--- config.mk ---
export PLATFORM = sky130hd
export DESIGN_NAME = tam_monitor
export DESIGN_NICKNAME = d
export VERILOG_FILES = /design/src/logic/tam_pkg.sv /design/src/logic/tam_monitor.sv
export SDC_FILE = /design/constraint.sdc
export NUM_CORES = 1
export LEC_CHECK = 0
export BUFFER_PORTS_ARGS = -buffer_cell sky130_fd_sc_hd__buf_2
export CAP_MARGIN = 20
export CORE_ASPECT_RATIO = 1.2
export CORE_UTILIZATION = 55
export CTS_BUF_LIST = sky130_fd_sc_hd__clkbuf_8
export DETAILED_ROUTE_END_ITERATION = 6
export GPL_TIMING_DRIVEN = 0
export PLACE_DENSITY = 0.74
export SKIP_LAST_GASP = 1
export SYNTH_ARGS = -nofsm -noshare
export SYNTH_HDL_FRONTEND = slang
export SYNTH_SLANG_ARGS = --single-unit
--- constraint.sdc ---
create_clock -name clk_sys -period 4.3 [get_ports clk_sys]
set_input_delay 0.215 -clock clk_sys [delete_from_list [all_inputs] [get_ports clk_sys]]
set_output_delay 0.215 -clock clk_sys [all_outputs]
set_load 0.01 [all_outputs]
--- src/logic/tam_pkg.sv ---
// Shared constants for the receive alarm and error monitor of one framer port.
// Assumes an 8-bit register port and a 50 MHz system clock.
package tam_pkg;
    localparam int CLK_HZ = 50_000_000;
    localparam logic [11:0] PORT_STRIDE = 12'h200;
    // Register offsets within one port.
    localparam logic [8:0] OFF_ALARM_CTRL = 9'h014;
    localparam logic [8:0] OFF_MODE       = 9'h015;
    localparam logic [8:0] OFF_CODE_CTRL  = 9'h016;
    localparam logic [8:0] OFF_CNT_CFG    = 9'h017;
    localparam logic [8:0] OFF_LATCHED    = 9'h018;
    localparam logic [8:0] OFF_REALTIME   = 9'h019;
    localparam logic [8:0] OFF_MW_EN0     = 9'h01a;
    localparam logic [8:0] OFF_LCV_MSB    = 9'h01d;
    localparam logic [8:0] OFF_LCV_LSB    = 9'h01e;
    localparam logic [8:0] OFF_PCV_MSB    = 9'h01f;
    localparam logic [8:0] OFF_PCV_LSB    = 9'h020;
    localparam logic [7:0] RST_REG = 8'h00;
    // Field positions.
    localparam int ALM_J1 = 0, ALM_INTEG = 1;
    localparam int MD_E1 = 0, MD_ZSUB = 1, MD_ESF = 2, MD_CRC4 = 3, MD_AUTO_BLUE_ENABLE = 4, MD_ARA = 5;
    localparam int CC_VSEL = 0, CC_FS = 2, CC_UPD = 3, CC_SHARED = 5;
    localparam int LT_BLUE_CI = 0, LT_YEL_CI = 1;
    // Counter update sources.
    localparam logic [1:0] UPD_SEC = 2'h0, UPD_FAST = 2'h1, UPD_MAN = 2'h2;
    // Timing.
    localparam int T_SEC_MS = 1000, T_T1_US = 42000, T_E1_US = 62500, T_CRC4_MS = 128;
    localparam int SEC_CYC  = CLK_HZ / 1000 * T_SEC_MS;
    localparam int T1_CYC   = CLK_HZ / 1_000_000 * T_T1_US;
    localparam int E1_CYC   = CLK_HZ / 1_000_000 * T_E1_US;
    localparam int CRC4_CYC = CLK_HZ / 1000 * T_CRC4_MS;
    // Signature zero spacing: bits 3088, 3474, 5790 of 6176.
    localparam logic [12:0] GAP1 = 13'h0182, GAP2 = 13'h090c, GAP3 = 13'h0d92;
    localparam logic [15:0] RAI_CI_CODE = 16'h3eff;
    localparam logic [4:0] ZRUN_AMI = 5'h10, ZRUN_SUB = 5'h08;
    localparam logic [4:0] LAST_CH = 5'h17;
    localparam logic [63:0] MW_PAT = 64'h1e0b0b1e9e8b8b9e;
    typedef enum logic [3:0] {
        TAM_SIG_IDLE = 4'b0001, TAM_SIG_G1 = 4'b0010,
        TAM_SIG_G2 = 4'b0100, TAM_SIG_G3 = 4'b1000
    } tam_sig_t;
endpackage : tam_pkg

--- src/logic/tam_monitor.sv ---
// Receive alarm handling and performance counters for one framer port.
// Assumes decoded line events, byte stream and alarm levels arrive synchronous to clk_sys.
// What this block does
// - alarm control holds J1 select, integration enable
// - port map repeats every 200h per port
// - E1 auto AIS on LOF, AIS, carrier loss
// - E1 auto RAI adds CRC-4 128ms timeout
// - recognise the 1.26 s AIS-CI pattern
// - signature zeros at 3088,3474,5790, with blue
// - AIS-CI flag latched, sets again every period
// - RAI-CI flag on code with yellow
// - RAI-CI integration from code filter bits
// - RAI-CI latched, re-sets while present
// - milliwatt pattern replaces enabled channels
// - counter update second, 42ms, 62.5ms, manual
// - error counters saturate, never roll over
// - shared one-second or manual update input
// - BPV same polarity, codewords excluded
// - E1 select counts BPVs or CVs
// - T1 excessive zeros 16 or 8 counted
// - line counter always counts, saturates 65535
// - T1 path counts CRC-6 or Ft/Fs
// - E1 path counts CRC-4, 16-bit split
// - latched bits set on every detection, host clears
//
// Local design decision: strobed register access.
`timescale 1ns/1ps
module tam_monitor #(
    parameter int PORT_NUM = 1,
    parameter int SEC_CYCLES = tam_pkg::SEC_CYC,
    parameter int T1_CYCLES = tam_pkg::T1_CYC,
    parameter int E1_CYCLES = tam_pkg::E1_CYC,
    parameter int CRC4_CYCLES = tam_pkg::CRC4_CYC
) (
    // Clock and reset.
    input  wire logic        clk_sys,
    input  wire logic        arst_n,
    // Register port.
    input  wire logic [11:0] reg_addr,
    input  wire logic [7:0]  reg_wdata,
    input  wire logic        reg_wr,
    input  wire logic        reg_rd,
    output logic      [7:0]  reg_rdata_q,
    // Receive line events, one per recovered bit.
    input  wire logic        rx_bit_valid,
    input  wire logic        rx_mark,
    input  wire logic        rx_pol,
    input  wire logic        rx_codeword,
    // Framer error pulses and real-time alarms.
    input  wire logic        crc_err,
    input  wire logic        ft_err,
    input  wire logic        fs_err,
    input  wire logic        frame_sync_lost,
    input  wire logic        crc4_sync_lost,
    input  wire logic        blue_alarm,
    input  wire logic        carrier_loss,
    input  wire logic        yellow_alarm,
    // Received data-link code words.
    input  wire logic        boc_valid,
    input  wire logic [15:0] boc_word,
    // Receive bytes toward the backplane.
    input  wire logic        rx_byte_valid,
    input  wire logic [4:0]  rx_chan,
    input  wire logic [7:0]  rx_byte,
    output logic             bp_valid_q,
    output logic      [7:0]  bp_byte_q,
    // Counter update sources.
    input  wire logic        shared_sec_tick,
    input  wire logic        manual_update,
    output logic             sec_tick_q,
    output logic             timer_tick_q,
    // Alarm outputs.
    output logic             tx_force_ais_q,
    output logic             tx_force_rai_q,
    output logic             yellow_j1_select_q,
    output logic             yellow_integ_en_q
);
    import tam_pkg::*;

    logic [7:0] alarm_q, mode_q, code_q, cfg_q;
    logic [1:0] latched_q;
    logic [23:0] mw_en_q;
    logic [15:0] lcv_acc_q, pcv_acc_q, lcv_q, pcv_q;

    // Address decode: each port answers in its own 200h window.
    localparam logic [2:0] PORT_SEL = 3'(PORT_NUM - 1);
    wire        hit    = reg_addr[11:9] == PORT_SEL;
    wire [8:0]  off    = reg_addr[8:0];
    wire        wr_hit = reg_wr & hit;
    wire        e1     = mode_q[MD_E1];

    always_ff @(posedge clk_sys or negedge arst_n) begin
        if (!arst_n) begin
            alarm_q <= RST_REG;
            mode_q  <= RST_REG;
            code_q  <= RST_REG;
            cfg_q   <= RST_REG;
        end else if (wr_hit) begin
            if (off == OFF_ALARM_CTRL) alarm_q <= reg_wdata;
            if (off == OFF_MODE) mode_q <= reg_wdata;
            if (off == OFF_CODE_CTRL) code_q <= reg_wdata;
            if (off == OFF_CNT_CFG) cfg_q <= reg_wdata;
        end
    end

    genvar g;
    generate
        for (g = 0; g < 3; g++) begin : g_mw
            always_ff @(posedge clk_sys or negedge arst_n) begin
                if (!arst_n) mw_en_q[g*8 +: 8] <= RST_REG;
                else if (wr_hit && off == OFF_MW_EN0 + 9'(g)) mw_en_q[g*8 +: 8] <= reg_wdata;
            end
        end
    endgenerate

    // Read mux; the answer stands in the cycle after the strobe only.
    wire [7:0] rt_stat = {3'h0, yellow_alarm, blue_alarm, carrier_loss, crc4_sync_lost, frame_sync_lost};
    wire [7:0] rd_mux =
        !hit                     ? 8'h00 :
        off == OFF_ALARM_CTRL    ? {6'h00, alarm_q[1:0]} :
        off == OFF_MODE          ? mode_q :
        off == OFF_CODE_CTRL     ? code_q :
        off == OFF_CNT_CFG       ? cfg_q :
        off == OFF_LATCHED       ? {6'h00, latched_q} :
        off == OFF_REALTIME      ? rt_stat :
        off == OFF_MW_EN0        ? mw_en_q[7:0] :
        off == OFF_MW_EN0 + 9'h1 ? mw_en_q[15:8] :
        off == OFF_MW_EN0 + 9'h2 ? mw_en_q[23:16] :
        off == OFF_LCV_MSB       ? lcv_q[15:8] :
        off == OFF_LCV_LSB       ? lcv_q[7:0] :
        off == OFF_PCV_MSB       ? pcv_q[15:8] :
        off == OFF_PCV_LSB       ? pcv_q[7:0] : 8'h00;

    always_ff @(posedge clk_sys or negedge arst_n) begin
        if (!arst_n) reg_rdata_q <= 8'h00;
        else reg_rdata_q <= reg_rd ? rd_mux : 8'h00;
    end

    // Automatic E1 alarms. Both enables at once is illegal; AIS then wins.
    logic [31:0] crc4_cnt_q;
    logic        crc4_to_q;
    // The wait timer restarts whenever FAS sync drops, so each reacquisition gets a full window.
    wire crc4_wait = e1 & mode_q[MD_CRC4] & ~frame_sync_lost & crc4_sync_lost;
    wire base_alm  = frame_sync_lost | blue_alarm | carrier_loss;
    always_ff @(posedge clk_sys or negedge arst_n) begin
        if (!arst_n) begin
            crc4_cnt_q     <= '0;
            crc4_to_q      <= 1'b0;
            tx_force_ais_q <= 1'b0;
            tx_force_rai_q <= 1'b0;
        end else begin
            crc4_cnt_q     <= crc4_wait && !crc4_to_q ? crc4_cnt_q + 32'h1 : (crc4_wait ? crc4_cnt_q : '0);
            crc4_to_q      <= crc4_wait && (crc4_to_q || crc4_cnt_q == 32'(CRC4_CYCLES - 1));
            tx_force_ais_q <= e1 & mode_q[MD_AUTO_BLUE_ENABLE] & base_alm;
            tx_force_rai_q <= e1 & mode_q[MD_ARA] & ~mode_q[MD_AUTO_BLUE_ENABLE] & (base_alm | crc4_to_q);
        end
    end

    // Signature matcher: zero-to-zero spacing must walk the three gaps in order.
    tam_sig_t sig_q, sig_d;
    logic [12:0] gap_q;
    wire zero_bit = rx_bit_valid & ~rx_mark;
    always_comb begin
        sig_d = sig_q;
        if (zero_bit) begin
            case (sig_q)
                TAM_SIG_G1: sig_d = gap_q == GAP1 ? TAM_SIG_G2 : TAM_SIG_G1;
                TAM_SIG_G2: sig_d = gap_q == GAP2 ? TAM_SIG_G3 : TAM_SIG_G1;
                TAM_SIG_G3: sig_d = TAM_SIG_G1;
                default:    sig_d = TAM_SIG_G1;
            endcase
        end
    end
    wire sig_seen = zero_bit & (sig_q == TAM_SIG_G3) & (gap_q == GAP3);
    always_ff @(posedge clk_sys or negedge arst_n) begin
        if (!arst_n) begin
            sig_q <= TAM_SIG_IDLE;
            gap_q <= 13'h0;
        end else begin
            sig_q <= sig_d;
            if (zero_bit) gap_q <= 13'h1;
            else if (rx_bit_valid && gap_q != 13'h1fff) gap_q <= gap_q + 13'h1;
        end
    end

    // Code-word filter: 1, 3, 5 or 7 matching words in a row.
    logic [2:0] boc_run_q;
    wire [2:0] boc_need = {code_q[1:0], 1'b1};
    wire boc_match = boc_valid & (boc_word == RAI_CI_CODE);
    // Compare against the need minus one, so a run parked at seven cannot wrap past the limit.
    wire rai_ci_hit = boc_match & (boc_run_q >= boc_need - 3'h1) & yellow_alarm;
    always_ff @(posedge clk_sys or negedge arst_n) begin
        if (!arst_n) boc_run_q <= 3'h0;
        else if (rai_ci_hit || (boc_valid && !boc_match)) boc_run_q <= 3'h0;
        else if (boc_match && boc_run_q != 3'h7) boc_run_q <= boc_run_q + 3'h1;
    end

    // Latched flags: write one to clear, a set in the same cycle wins.
    wire [1:0] lat_set = {rai_ci_hit, sig_seen & blue_alarm};
    wire [1:0] lat_clr = (wr_hit && off == OFF_LATCHED) ? reg_wdata[1:0] : 2'h0;
    always_ff @(posedge clk_sys or negedge arst_n) begin
        if (!arst_n) latched_q <= 2'h0;
        else latched_q <= (latched_q & ~lat_clr) | lat_set;
    end

    // Milliwatt substitution; the pattern index steps once per frame.
    logic [2:0] mw_idx_q;
    wire [7:0] mw_byte = MW_PAT[8'(7 - mw_idx_q) * 8 +: 8];
    wire mw_on = rx_chan <= LAST_CH && mw_en_q[rx_chan];
    always_ff @(posedge clk_sys or negedge arst_n) begin
        if (!arst_n) begin
            mw_idx_q   <= 3'h0;
            bp_valid_q <= 1'b0;
            bp_byte_q  <= 8'h00;
        end else begin
            bp_valid_q <= rx_byte_valid;
            if (rx_byte_valid) bp_byte_q <= mw_on ? mw_byte : rx_byte;
            if (rx_byte_valid && rx_chan == LAST_CH) mw_idx_q <= mw_idx_q + 3'h1;
        end
    end

    // Update timers.
    logic [31:0] sec_cnt_q, fast_cnt_q;
    wire [31:0] fast_top = e1 ? 32'(E1_CYCLES - 1) : 32'(T1_CYCLES - 1);
    wire sec_end  = sec_cnt_q == 32'(SEC_CYCLES - 1);
    wire fast_end = fast_cnt_q >= fast_top;
    always_ff @(posedge clk_sys or negedge arst_n) begin
        if (!arst_n) begin
            sec_cnt_q  <= '0;
            fast_cnt_q <= '0;
        end else begin
            sec_cnt_q  <= sec_end ? '0 : sec_cnt_q + 32'h1;
            fast_cnt_q <= fast_end ? '0 : fast_cnt_q + 32'h1;
        end
    end
    wire [1:0] upd_sel = cfg_q[CC_UPD +: 2];
    wire sec_src = cfg_q[CC_SHARED] ? shared_sec_tick : sec_end;
    wire auto_upd = (upd_sel == UPD_SEC) ? sec_src : (upd_sel == UPD_FAST) ? fast_end : 1'b0;
    wire update = auto_upd | (upd_sel == UPD_MAN && manual_update);

    // Line violation detection.
    logic last_pol_q, bpv_pol_q, bpv_seen_q;
    logic [4:0] zrun_q;
    wire mark_ev = rx_bit_valid & rx_mark;
    wire bpv = mark_ev & (rx_pol == last_pol_q) & ~(mode_q[MD_ZSUB] & rx_codeword);
    wire cv  = bpv & bpv_seen_q & (rx_pol == bpv_pol_q);
    wire [4:0] zlim = mode_q[MD_ZSUB] ? ZRUN_SUB : ZRUN_AMI;
    wire zrun_hit = zero_bit & (zrun_q + 5'h1 == zlim);
    always_ff @(posedge clk_sys or negedge arst_n) begin
        if (!arst_n) begin
            last_pol_q <= 1'b0;
            bpv_pol_q  <= 1'b0;
            bpv_seen_q <= 1'b0;
            zrun_q     <= 5'h0;
        end else begin
            if (mark_ev) last_pol_q <= rx_pol;
            if (bpv) bpv_pol_q <= rx_pol;
            if (bpv) bpv_seen_q <= 1'b1;
            if (mark_ev || zrun_hit) zrun_q <= 5'h0;
            else if (zero_bit) zrun_q <= zrun_q + 5'h1;
        end
    end
    wire lcv_inc = e1 ? (cfg_q[CC_VSEL] ? cv : bpv)
                      : (bpv | (cfg_q[CC_VSEL] & zrun_hit));
    wire t1_pv = mode_q[MD_ESF] ? crc_err : (ft_err | (cfg_q[CC_FS] & fs_err));
    wire pcv_inc = e1 ? (crc_err & ~frame_sync_lost & ~crc4_sync_lost)
                      : (t1_pv & ~frame_sync_lost);

    // Accumulate, then hand over to the readable copy on each update.
    wire [15:0] lcv_sum = lcv_acc_q + 16'(lcv_inc && lcv_acc_q != 16'hffff);
    wire [15:0] pcv_sum = pcv_acc_q + 16'(pcv_inc && pcv_acc_q != 16'hffff);
    always_ff @(posedge clk_sys or negedge arst_n) begin
        if (!arst_n) begin
            lcv_acc_q <= '0;
            pcv_acc_q <= '0;
            lcv_q     <= '0;
            pcv_q     <= '0;
        end else if (update) begin
            lcv_q     <= lcv_sum;
            pcv_q     <= pcv_sum;
            lcv_acc_q <= '0;
            pcv_acc_q <= '0;
        end else begin
            lcv_acc_q <= lcv_sum;
            pcv_acc_q <= pcv_sum;
        end
    end

    always_ff @(posedge clk_sys or negedge arst_n) begin
        if (!arst_n) begin
            sec_tick_q         <= 1'b0;
            timer_tick_q       <= 1'b0;
            yellow_j1_select_q <= 1'b0;
            yellow_integ_en_q  <= 1'b0;
        end else begin
            sec_tick_q         <= sec_end;
            timer_tick_q       <= auto_upd;
            yellow_j1_select_q <= alarm_q[ALM_J1];
            yellow_integ_en_q  <= alarm_q[ALM_INTEG];
        end
    end
endmodule : tam_monitor

==> key figures, run 1 <==
Clock network
  • Clk pin slew, worst setup/hold paths: approximately 0.060 ns
  • TritonCTS clock tree: built
  • Clk sinks: 267
  • Num CTS Buffers: 44
  • Skew-Pair Late Insertion Delay: 0.55 ns
  • Root Buffer: clkbuf_8
  • Setup bufs post-CTS: 0
  • CTS Hold Bufs: 16
  • Bufs on Longest Clock Path: 3
  • CTS H-tree lvls: 2
  • Post-CTS sizing: 0

Critical path
  • Reg-to-Reg Start: mode_q[0]
  • Worst path max stage delay: 0.40 ns
  • Worst-path maximum fanout: 10
  • WP data arrival: 3.98 ns
  • Reg-to-reg slack, setup: 0.76 ns
  • WP buf/inv: 4
  • Crit start category: flop
  • CP dominant cell by count: buf_6
  • Beginning of the critical path: mode_q[0]
  • R2R cell count: 11
  • Critical path, cell by cell: clkbuf_1, inv_1, ha_1, or3_1, a2111oi_2, o311a_1, o2111ai_2, o21a_1, buf_6, buf_6, o22a_1
  • Critical path endpoint: lcv_q[10]
  • CP Class: flop to flop
  • Crit path required time: around 4.7 ns
  • CP max stage cell: clkbuf_1
  • CP Depth: 11
  • Capture point of the worst reg-to-reg path: lcv_q[10]
  • CP delay by family, top: compound AO/OA/AOI/OAI gates
  • Crit. End Element: flop

Power
  • Internal: 0.00413 W
  • P_sw: 0.00139 W
  • Clk pwr share: 40.4%
  • Power density cells: 361 nW/µm²
  • Max IR drop VDD: between 0.00015 and 0.0002 V
  • Leakage dissipation: 6.96 nW
  • Comb pwr share: 9.2%
  • Total design power: 0.00552 W
  • Power share of the sequential group: 50.4%
  • Sw frac: between 20% and 30%

GRT
  • Gr ovfl total: 0
  • First-pass GRT wire length: a little over 50000 µm
  • Vias in the first global route: 10338
  • Initial antenna violation count: 3
  • Total track usage: 26.8%
  • Largest net degree at the start of global routing: 118

Floorplan
  • DIE WIDTH: around 140 µm
  • Die Ht: 172 µm
  • Initial core utilization: 56.7%
  • Row count: 61
  • CORE AREA: 23400 µm²
  • Die ar.: 24800 µm²
  • IO Pins: 92

Logic synthesis
  • Synth cell types: around 70
  • Cell Area, Synth: 13300 µm²
  • Sequential share of the synthesized area: 50.3%
  • Synth warnings: 0
  • Ys async rst share: 100%
  • Cells after Synth: 1293
  • FF+latch count, synth: 267
  • Mapped Avg Cell Area: between 10 and 15 µm²
  • EDFF count, synth: 0
  • Commonest register cell after synthesis: dfrtp_1

STA
  • Fin. max-slew vios: 0
  • Final Hold Viols: 0
  • Endpoints failing setup: 0
  • Tightest Pin Transition: approximately 0.92 ns
  • Minimum clock period: 3.54 ns
  • Final cycle utilization of the critical path: between 80 and 90%
  • Setup_tns: 0 ns
  • RSZ-0062 raised after global routing: no
  • Clock skew: 0.0187 ns
  • Rel. slew slack: around two fifths
  • F_max: 282 MHz

Place
  • Port-buffer cells: 87
  • Hpwl dp: around 23000 µm
  • Final GP Congestion: around 1

Drt
  • Initial DRC count: 541
  • Total number of vias: between 10000 and 15000
  • Drt total wl: 32200 µm
  • Post-route ant nets: 0
  • Pre-antenna DRT Iters: 5
  • DR vias/cell: 5.75
  • WL/cell: 17.9 µm
  • Number of remaining DRC errors: 0

Final layout
  • Commonest non-fill, non-tap cells in the layout: dfrtp_1 (266), nor2_1 (151), nand2_1 (119), buf_2 (93), xor2_1 (67)
  • Fillers: 1935
  • Share of cells above drive strength 1: 16.0%
  • Layout Nets: 1549
  • Area grow syn2layout: 15.0%
  • Commonest non-fill, non-tap cell in the layout: dfrtp_1
  • Reg area: ~6700 µm²
  • Multi-input gate area: 6240 µm²

Min path
  • Hold Path Class: input pin to flop
  • Worst hold start: reg_wdata[7]

Status
  • Status: finished clean

Flow run
  • Max-cap violations: 0
## worst min-delay path by stage
stage / to / cells past startpoint
2_1_floorplan: alarm_q[0] / 0
3_3_place_gp: bp_valid_q / 1
3_5_place_dp: sec_cnt_q[11] / 1
4_1_cts: timer_tick_q / 3
5_1_grt: code_q[7] / 2
6_report: cfg_q[7] / 2
## Yosys cell counts (7+ instances only)
master / n / area (µm²)
dfrtp_1: 266 / 6660
nor2_1: 151 / 567
nand2_1: 119 / 447
xor2_1: 67 / 587
nand3_1: 66 / 330
mux2_2: 52 / 586
xnor2_1: 50 / 438
a21oi_1: 41 / 205
inv_1: 41 / 154
o21ai_0: 41 / 205
clkbuf_1: 35 / 131
nand4_1: 31 / 194
ha_1: 26 / 325
and3_1: 24 / 150
nor3_1: 24 / 120
mux2i_1: 23 / 230
nor4_1: 17 / 106
o22a_1: 17 / 149
nand2b_1: 15 / 93.8
nor2b_1: 15 / 93.8
and4_1: 14 / 123
and2_1: 10 / 62.6
o22ai_1: 9 / 56.3
a22oi_1: 8 / 60.1
mux4_2: 8 / 180
a311oi_1: 7 / 61.3
a31oi_1: 7 / 43.8
## per-layer routing
metal / GRT usage (%) / vias up / routed length [µm] / share of wire, %
met3: 4.62 / 101 / 1570 / 4.9
met4: 14.9 / 0 / 1560 / 4.8
li1: - / 4902 / - / -
met1: 33.6 / 5069 / 13600 / 42
met5: 0 / - / 0 / 0
met2: 43.8 / 281 / 15500 / 48
## power by group through the flow
stage               Clock (W)  Combinational [W]  Sequential [W]
floorplan                   0           0.000292         0.00279
global placement            0           0.000466         0.00282
detailed placement          0           0.000491         0.00282
CTS                   0.00229           0.000505         0.00278
global route          0.00240           0.000566         0.00280
finish                0.00223           0.000505         0.00278
## state kept, by name, summed over array words and instances, names as in the netlist, 4 cells and up
signal,count
code_q,8
lcv_q,16
crc4_cnt_q,32
cfg_q,8
reg_rdata_q,8
mw_en_q,24
bp_byte_q,8
mode_q,8
fast_cnt_q,32
sec_cnt_q,32
pcv_q,16
zrun_q,5
lcv_acc_q,16
sig_q,4
gap_q,13
pcv_acc_q,16
## logic make-up (layout without fill, tap and decap cells)
family	after synthesis	in the layout	share of synthesized area, %
compound gates	187	187	9.51
buf+inv	90	270	2.91
xor+xnor	117	117	7.72
other cells	1	13	0.0282
mux	87	87	7.84
fa+ha+maj	26	26	2.45
flops	267	267	50.3
simple gates	518	518	19.2
## metrics by stage
step                      utilization, %  area, µm²  setup slack (ns)  std cells  hold slack, ns
after floorplan                        -      13300              1.46       1302         -0.0806
after global placement              60.4      14100             -1.72       1704           0.338
after detailed placement            60.7      14200             0.742       1707           0.110
after CTS                           65.1      15300             0.707       1797         0.00913
after global routing                65.2      15300             0.477       1800          0.0214
final                               65.2      15300             0.756       1800          0.0311
## final cells by class
cell class / count / area share [%]
Antenna cell: 3 / 0.0492
Buffer: 49 / 1.52
Clock buffer: 58 / 5.23
Clock inverter: 16 / 0.606
Inverter: 41 / 1.01
Multi-Input combinational cell: 945 / 40.9
Sequential cell: 267 / 43.8
Tap cell: 315 / 2.58
Timing Repair Buffer: 106 / 4.36
## worst reg2reg max path, cell delays in order, from the launching register on
cell	delay (ns)
dfrtp_1	0.38
clkbuf_1	0.40
inv_1	0.33
ha_1	0.30
or3_1	0.32
a2111oi_2	0.39
o311a_1	0.25
o2111ai_2	0.24
o21a_1	0.30
buf_6	0.16
buf_6	0.17
o22a_1	0.20
Note: power is estimated with default switching activity, not from simulation.
==> inputs of run 2 (changes only) <==
- PLACE_DENSITY: 0.74 -> 0.77
- clock period: 4.3 -> 3.1 ns (I/O delays scaled with it)
==> key figures, run 2 (synthesis results as in run 1) <==
Critical path
  • CP dominant cell by count: ha_4
  • CP delay by family, top: simple AND/OR/NAND/NOR gates
  • Crit. End Element: flop
  • Crit path required time: 3.52 ns
  • Worst path max stage delay: 0.40 ns
  • WP buf/inv: 0
  • WP data arrival: 3.45 ns
  • CP max stage cell: dfrtp_1
  • CP Class: flop to flop
  • Crit start category: flop
  • Critical path, cell by cell: ha_4, nand3_1, xnor2_2, or3_1, a21oi_2, a31oi_4, nor2_2, ha_2, ha_4, and3_4, nand4_1, xor2_2, nand2_1, o22a_1
  • Worst-path maximum fanout: 4

Status
  • Status: finished clean

Clock network
  • Skew-Pair Late Insertion Delay: 0.55 ns
  • Bufs on Longest Clock Path: 3
  • TritonCTS clock tree: built
  • Num CTS Buffers: 44
  • CTS H-tree lvls: 2
  • Root Buffer: clkbuf_8
  • Clk pin slew, worst setup/hold paths: 0.06 ns
  • Clk sinks: 267

Floorplan
  • Initial core utilization: 56.7%
  • IO Pins: 92
  • Die Ht: approximately 170 µm
  • Row count: between 60 and 70
  • Die ar.: between 20000 and 25000 µm²
  • DIE WIDTH: 144 µm
  • CORE AREA: 23400 µm²

GRT
  • Gr ovfl total: 0
  • Grt met2 use: between 40 and 50%
  • Initial antenna violation count: 3
  • Routing usage on met3: 3.96%
  • First-pass GRT wire length: 53100 µm
  • Largest net degree at the start of global routing: 124
  • GRT busiest layer: met2
  • Total track usage: between 20% and 30%
  • Vias in the first global route: between 10000 and 15000
  • GRT met1 Usage: 34.1%

STA
  • Minimum clock period: just over 3 ns
  • Fin Hold WS: about 0.044 ns
  • RSZ-0062 raised after global routing: yes
  • Clock skew: roughly 0.026 ns
  • Rel. slew slack: 38.4%
  • F_max: 330 MHz
  • Fin. max-slew vios: 0
  • Endpoints failing setup: 0
  • Tightest Pin Transition: a little over 0.9 ns
  • Final cycle utilization of the critical path: between 90% and 100%
  • Fin worst setup slack: 0.0667 ns
  • Final Hold Viols: 0

Drt
  • DR vias/cell: between 5 and 6
  • Post-route ant nets: 0
  • Initial DRC count: 643
  • Drt total wl: 32900 µm
  • Total number of vias: 10470
  • WL/cell: roughly 18 µm
  • Pre-antenna DRT Iters: 5
  • Number of remaining DRC errors: 0

Flow run
  • Max-cap violations: 0

Final layout
  • Finished Core Util: about 67%
  • Layout Nets: 1573
  • Commonest non-fill, non-tap cell in the layout: dfrtp_1
  • Share of cells above drive strength 1: between 10% and 20%
  • Area grow syn2layout: 17.8%
  • Biggest regs: crc4_cnt_q: 32 flops, fast_cnt_q: 32 flops, sec_cnt_q: 32 flops
  • Final Non-Filler Cells: between 1500 and 2000
  • Commonest non-fill, non-tap cells in the layout: dfrtp_1 (266), nor2_1 (150), nand2_1 (119), buf_2 (92), nand3_1 (66)

Power
  • Max IR drop VDD: 0.000285 V
  • Clk pwr share: 41.2%
  • Sw frac: 25.6%
  • Leakage dissipation: 7.10 nW
  • Comb pwr share: 9.5%
  • Power density cells: 501 nW/µm²
  • Internal: slightly below 0.006 W
  • Power share of the sequential group: 49.3%
  • P_sw: 0.00201 W

Min path
  • Hold Path Class: input pin to flop

Place
  • Post-place setup slack: -0.458 ns
  • Post-placement cell count: 1707
  • Port-buffer cells: 87
  • Hpwl dp: between 20000 and 25000 µm
  • Final GP Congestion: 0.990
-- run 2: changes by cell type in the layout (fill, tap and decap cells not counted), sizes merged --
cell and delta:
buf +10, bufinv +3, clkbuf -8, clkdlybuf4s15 +1, clkinv +4, clkinvlp +2, dlygate4sd3 +13, inv +3
-- run 2: cell type report --
type	count	area [µm²]
clock buffers	50	688
diodes	3	7.51
flip-flops and latches	267	6680
fillers	1826	7780
inverters	41	158
multi-input cells	945	6360
repair buffers	130	885
plain buffers	49	244
clock inverters	28	229
well taps	315	394
-- run 2: path summary, 6_finish.rpt --
check                                      from           endpoint  slack (ns)  depth (start not counted)
worst max register to register        zrun_q[0]          lcv_q[10]        0.07                         14
max in group asynchronous                arst_n       lcv_acc_q[6]        2.15                          3
min in group asynchronous                arst_n      sec_cnt_q[28]        0.05                          2
worst min-delay path            shared_sec_tick       timer_tick_q        0.04                          3
worst max-delay path                  zrun_q[0]          lcv_q[10]        0.07                         14
worst min register to register       alarm_q[1]  yellow_integ_en_q        0.42                          0
-- run 2: what timing repair did --
action | in CTS | in global routing
endpoints found under the setup margin | 85 | 36
buffers inserted | 7 | 4
hold buffers | 29 | 0
cloned | 0 | 0
hold endpoints to repair | 331 | 0
pin swaps | 3 | 6
gates resized for setup | 17 | 7
-- run 2: stage by stage --
step	area, µm²	setup TNS (ns)	total power, W
CTS	15600	0	0.00787
finish	15600	0	0.00784
global route	15600	-0.0541	0.00817
global placement	14100	-767.49	0.00455
detailed placement	14200	-24.79	0.00459
floorplan	13300	0	0.00427
-- run 2: power by group through the flow --
stage	Combinational [W]	Clock [W]	Sequential, W
after global placement	0.000648	0	0.00390
after CTS	0.000727	0.00329	0.00385
after detailed placement	0.000678	0	0.00391
after global routing	0.000829	0.00346	0.00388
after floorplan	0.000404	0	0.00387
final	0.000743	0.00323	0.00386
-- run 2: worst register-to-register path, stage by stage, from the launching register on --
cell,delay (ns)
dfrtp_1,0.40
ha_4,0.17
nand3_1,0.11
xnor2_2,0.17
or3_1,0.37
a21oi_2,0.23
a31oi_4,0.14
nor2_2,0.12
ha_2,0.22
ha_4,0.16
and3_4,0.20
nand4_1,0.15
xor2_2,0.21
nand2_1,0.08
o22a_1,0.19
-- run 2: routing by layer --
metal,wire length [µm],share of wire (%),vias up
li1,-,-,4930
met1,13700,42,5137
met2,16300,50,296
met3,1370,4.2,107
met4,1550,4.7,0
met5,0,0,-
==> inputs of run 3 (changes only) <==
- PLACE_DENSITY: 0.77 -> 0.87
==> key figures, run 3 (synthesis results as in run 1) <==
Power
  • Leakage dissipation: 7.04 nW
  • Total design power: roughly 0.0075 W
  • Power density cells: 482 nW/µm²
  • Max IR drop VDD: 0.000265 V

Clock network
  • Root Buffer: clkbuf_8
  • Clk pin slew, worst setup/hold paths: 0.06 ns
  • CTS H-tree lvls: 2
  • TritonCTS clock tree: built
  • Clk sinks: ~270
  • Num CTS Buffers: 43
  • Skew-Pair Late Insertion Delay: 0.56 ns
  • Bufs on Longest Clock Path: 3

Floorplan
  • Row count: 61
  • CORE AREA: 23400 µm²
  • Die ar.: 24800 µm²
  • Die Ht: 172 µm
  • IO Pins: 92
  • DIE WIDTH: 144 µm
  • Initial core utilization: 56.7%

Place
  • Post-placement cell count: 1707
  • Port-buffer cells: 87
  • Placed Area: 14200 µm²
  • Post-place setup slack: -0.476 ns
  • Final GP Congestion: 1.03
  • Hpwl dp: 23500 µm

Final layout
  • Reg area: roughly 6700 µm²
  • Commonest non-fill, non-tap cell in the layout: dfrtp_1
  • Biggest regs: crc4_cnt_q: 32 flops, fast_cnt_q: 32 flops, sec_cnt_q: 32 flops
  • Multi-input gate area: 6320 µm²
  • Commonest non-fill, non-tap cells in the layout: dfrtp_1 (265), nor2_1 (151), nand2_1 (119), buf_2 (93), nand3_1 (66)
  • Final Non-Filler Cells: 1822
  • Finished Core Util: 66.0%
  • Fillers: 1732
  • Cell area after layout: 15500 µm²
  • Share of cells above drive strength 1: between 10% and 20%
  • Layout Nets: 1569
  • Area grow syn2layout: 16.4%

STA
  • Endpoints failing setup: 0
  • Final Hold Viols: 0
  • RSZ-0062 raised after global routing: yes
  • F_max: between 300 and 400 MHz
  • Rel. slew slack: 39.2%
  • Fin. max-slew vios: 0
  • Fin worst setup slack: roughly 0.074 ns
  • Minimum clock period: around 3 ns
  • Tightest Pin Transition: roughly 0.9 ns
  • Clock skew: 0.0357 ns
  • Final cycle utilization of the critical path: between 90% and 100%

Critical path
  • Reg-to-reg slack, setup: 0.07 ns
  • R2R cell count: 14
  • WP data arrival: between 3 and 4 ns
  • CP dominant cell by count: ha_4
  • Worst path max stage delay: 0.42 ns
  • Capture point of the worst reg-to-reg path: lcv_q[10]
  • Crit. End Element: flop
  • Crit path required time: 3.55 ns
  • CP Class: flop to flop
  • WP buf/inv: 0
  • Reg-to-Reg Start: zrun_q[0]
  • CP max stage cell: dfrtp_1
  • CP Depth: 14
  • CP delay by family, top: simple AND/OR/NAND/NOR gates
  • Critical path, cell by cell: ha_4, nand3_1, xnor2_1, or3_1, a21oi_4, a31oi_4, nor2_1, ha_2, ha_4, and3_4, nand4_1, xor2_2, nand2_1, o22a_1
  • Worst-path maximum fanout: 4
  • Crit start category: flop

Drt
  • DR vias/cell: 5.87
  • Pre-antenna DRT Iters: 6
  • Initial DRC count: 753
  • Wl on met1: 13300 µm
  • Met3 WL post-DR: 1960 µm
  • Post-route ant nets: 0
  • Drt total wl: 33400 µm
  • DR top layer: met4
  • Number of remaining DRC errors: 0
  • Total number of vias: 10698
  • WL met2: 16600 µm
  • WL/cell: 18.3 µm

GRT
  • Gr ovfl total: 0
  • Vias in the first global route: 10908
  • First-pass GRT wire length: 53800 µm
  • Total track usage: 27.9%
  • Initial antenna violation count: 0
  • Largest net degree at the start of global routing: 105

Min path
  • Hold depth: 3
  • Hold Path Class: input pin to flop
  • Worst hold start: rx_bit_valid
  • Worst min-delay path endpoint: last_pol_q

Status
  • Status: finished clean

Flow run
  • Max-cap violations: 0
-- run 3: cell types whose count changed in the layout (fill, tap and decap cells not counted), sizes merged --
cell	before	now
clkbuf	85	84
clkdlybuf4s15	1	0
diode	3	1
clkinvlp	2	3
clkinv	9	8
bufinv	4	0
inv	54	57
dlygate4sd3	29	28
-- run 3: cell type report --
class	count	area share (%)
Antenna cell	1	0.0162
Buffer	48	1.49
Clock buffer	50	4.45
Clock inverter	27	0.801
Inverter	41	1.02
Multi-Input combinational cell	945	40.9
Sequential cell	267	43.2
Tap cell	315	2.55
Timing Repair Buffer	128	5.57
-- run 3: how the worst max path moves through the flow --
stage | to | slack [ns] | from
after floorplan | lcv_q[10] | 0.26 | zrun_q[0]
after global placement | lcv_acc_q[6] | -2.72 | arst_n
after detailed placement | lcv_q[10] | -0.48 | zrun_q[0]
after CTS | lcv_q[10] | -0.02 | zrun_q[1]
after global routing | lcv_q[10] | -0.1 | zrun_q[1]
final | lcv_q[10] | 0.07 | zrun_q[0]
-- run 3: per-stage QoR --
stage	hold slack (ns)	setup TNS (ns)
CTS	0.00197	-0.0194
finish	0.0305	0
detailed placement	0.128	-15.88
global route	0.0211	-0.124
floorplan	-0.141	0
global placement	0.294	-733.33
-- run 3: tightest hold or removal path: cells and delay by family --
kind          cells  cell delay [ns]
buf+inv           1             0.13
mux               1             0.15
simple gates      1             0.10
-- run 3: timing repair --
item	4_1_cts	5_1_grt
endpoints found under the hold margin	121	0
endpoints found under the setup margin	68	57
resized for setup	12	5
pin swaps	2	2
hold buffers	28	0
buffers inserted	6	4
-- run 3: metal layers --
metal,GRT usage (%),up-vias
met5,0,-
met3,4.90,101
met2,47.8,389
met1,33.6,5279
met4,14.2,0
li1,-,4929
-- run 3: where the power goes --
part	total [W]	internal, W	switching [W]
clock network	0.00286	0.00148	0.00139
registers	0.00386	0.00369	0.000174
logic	0.000736	0.000322	0.000414
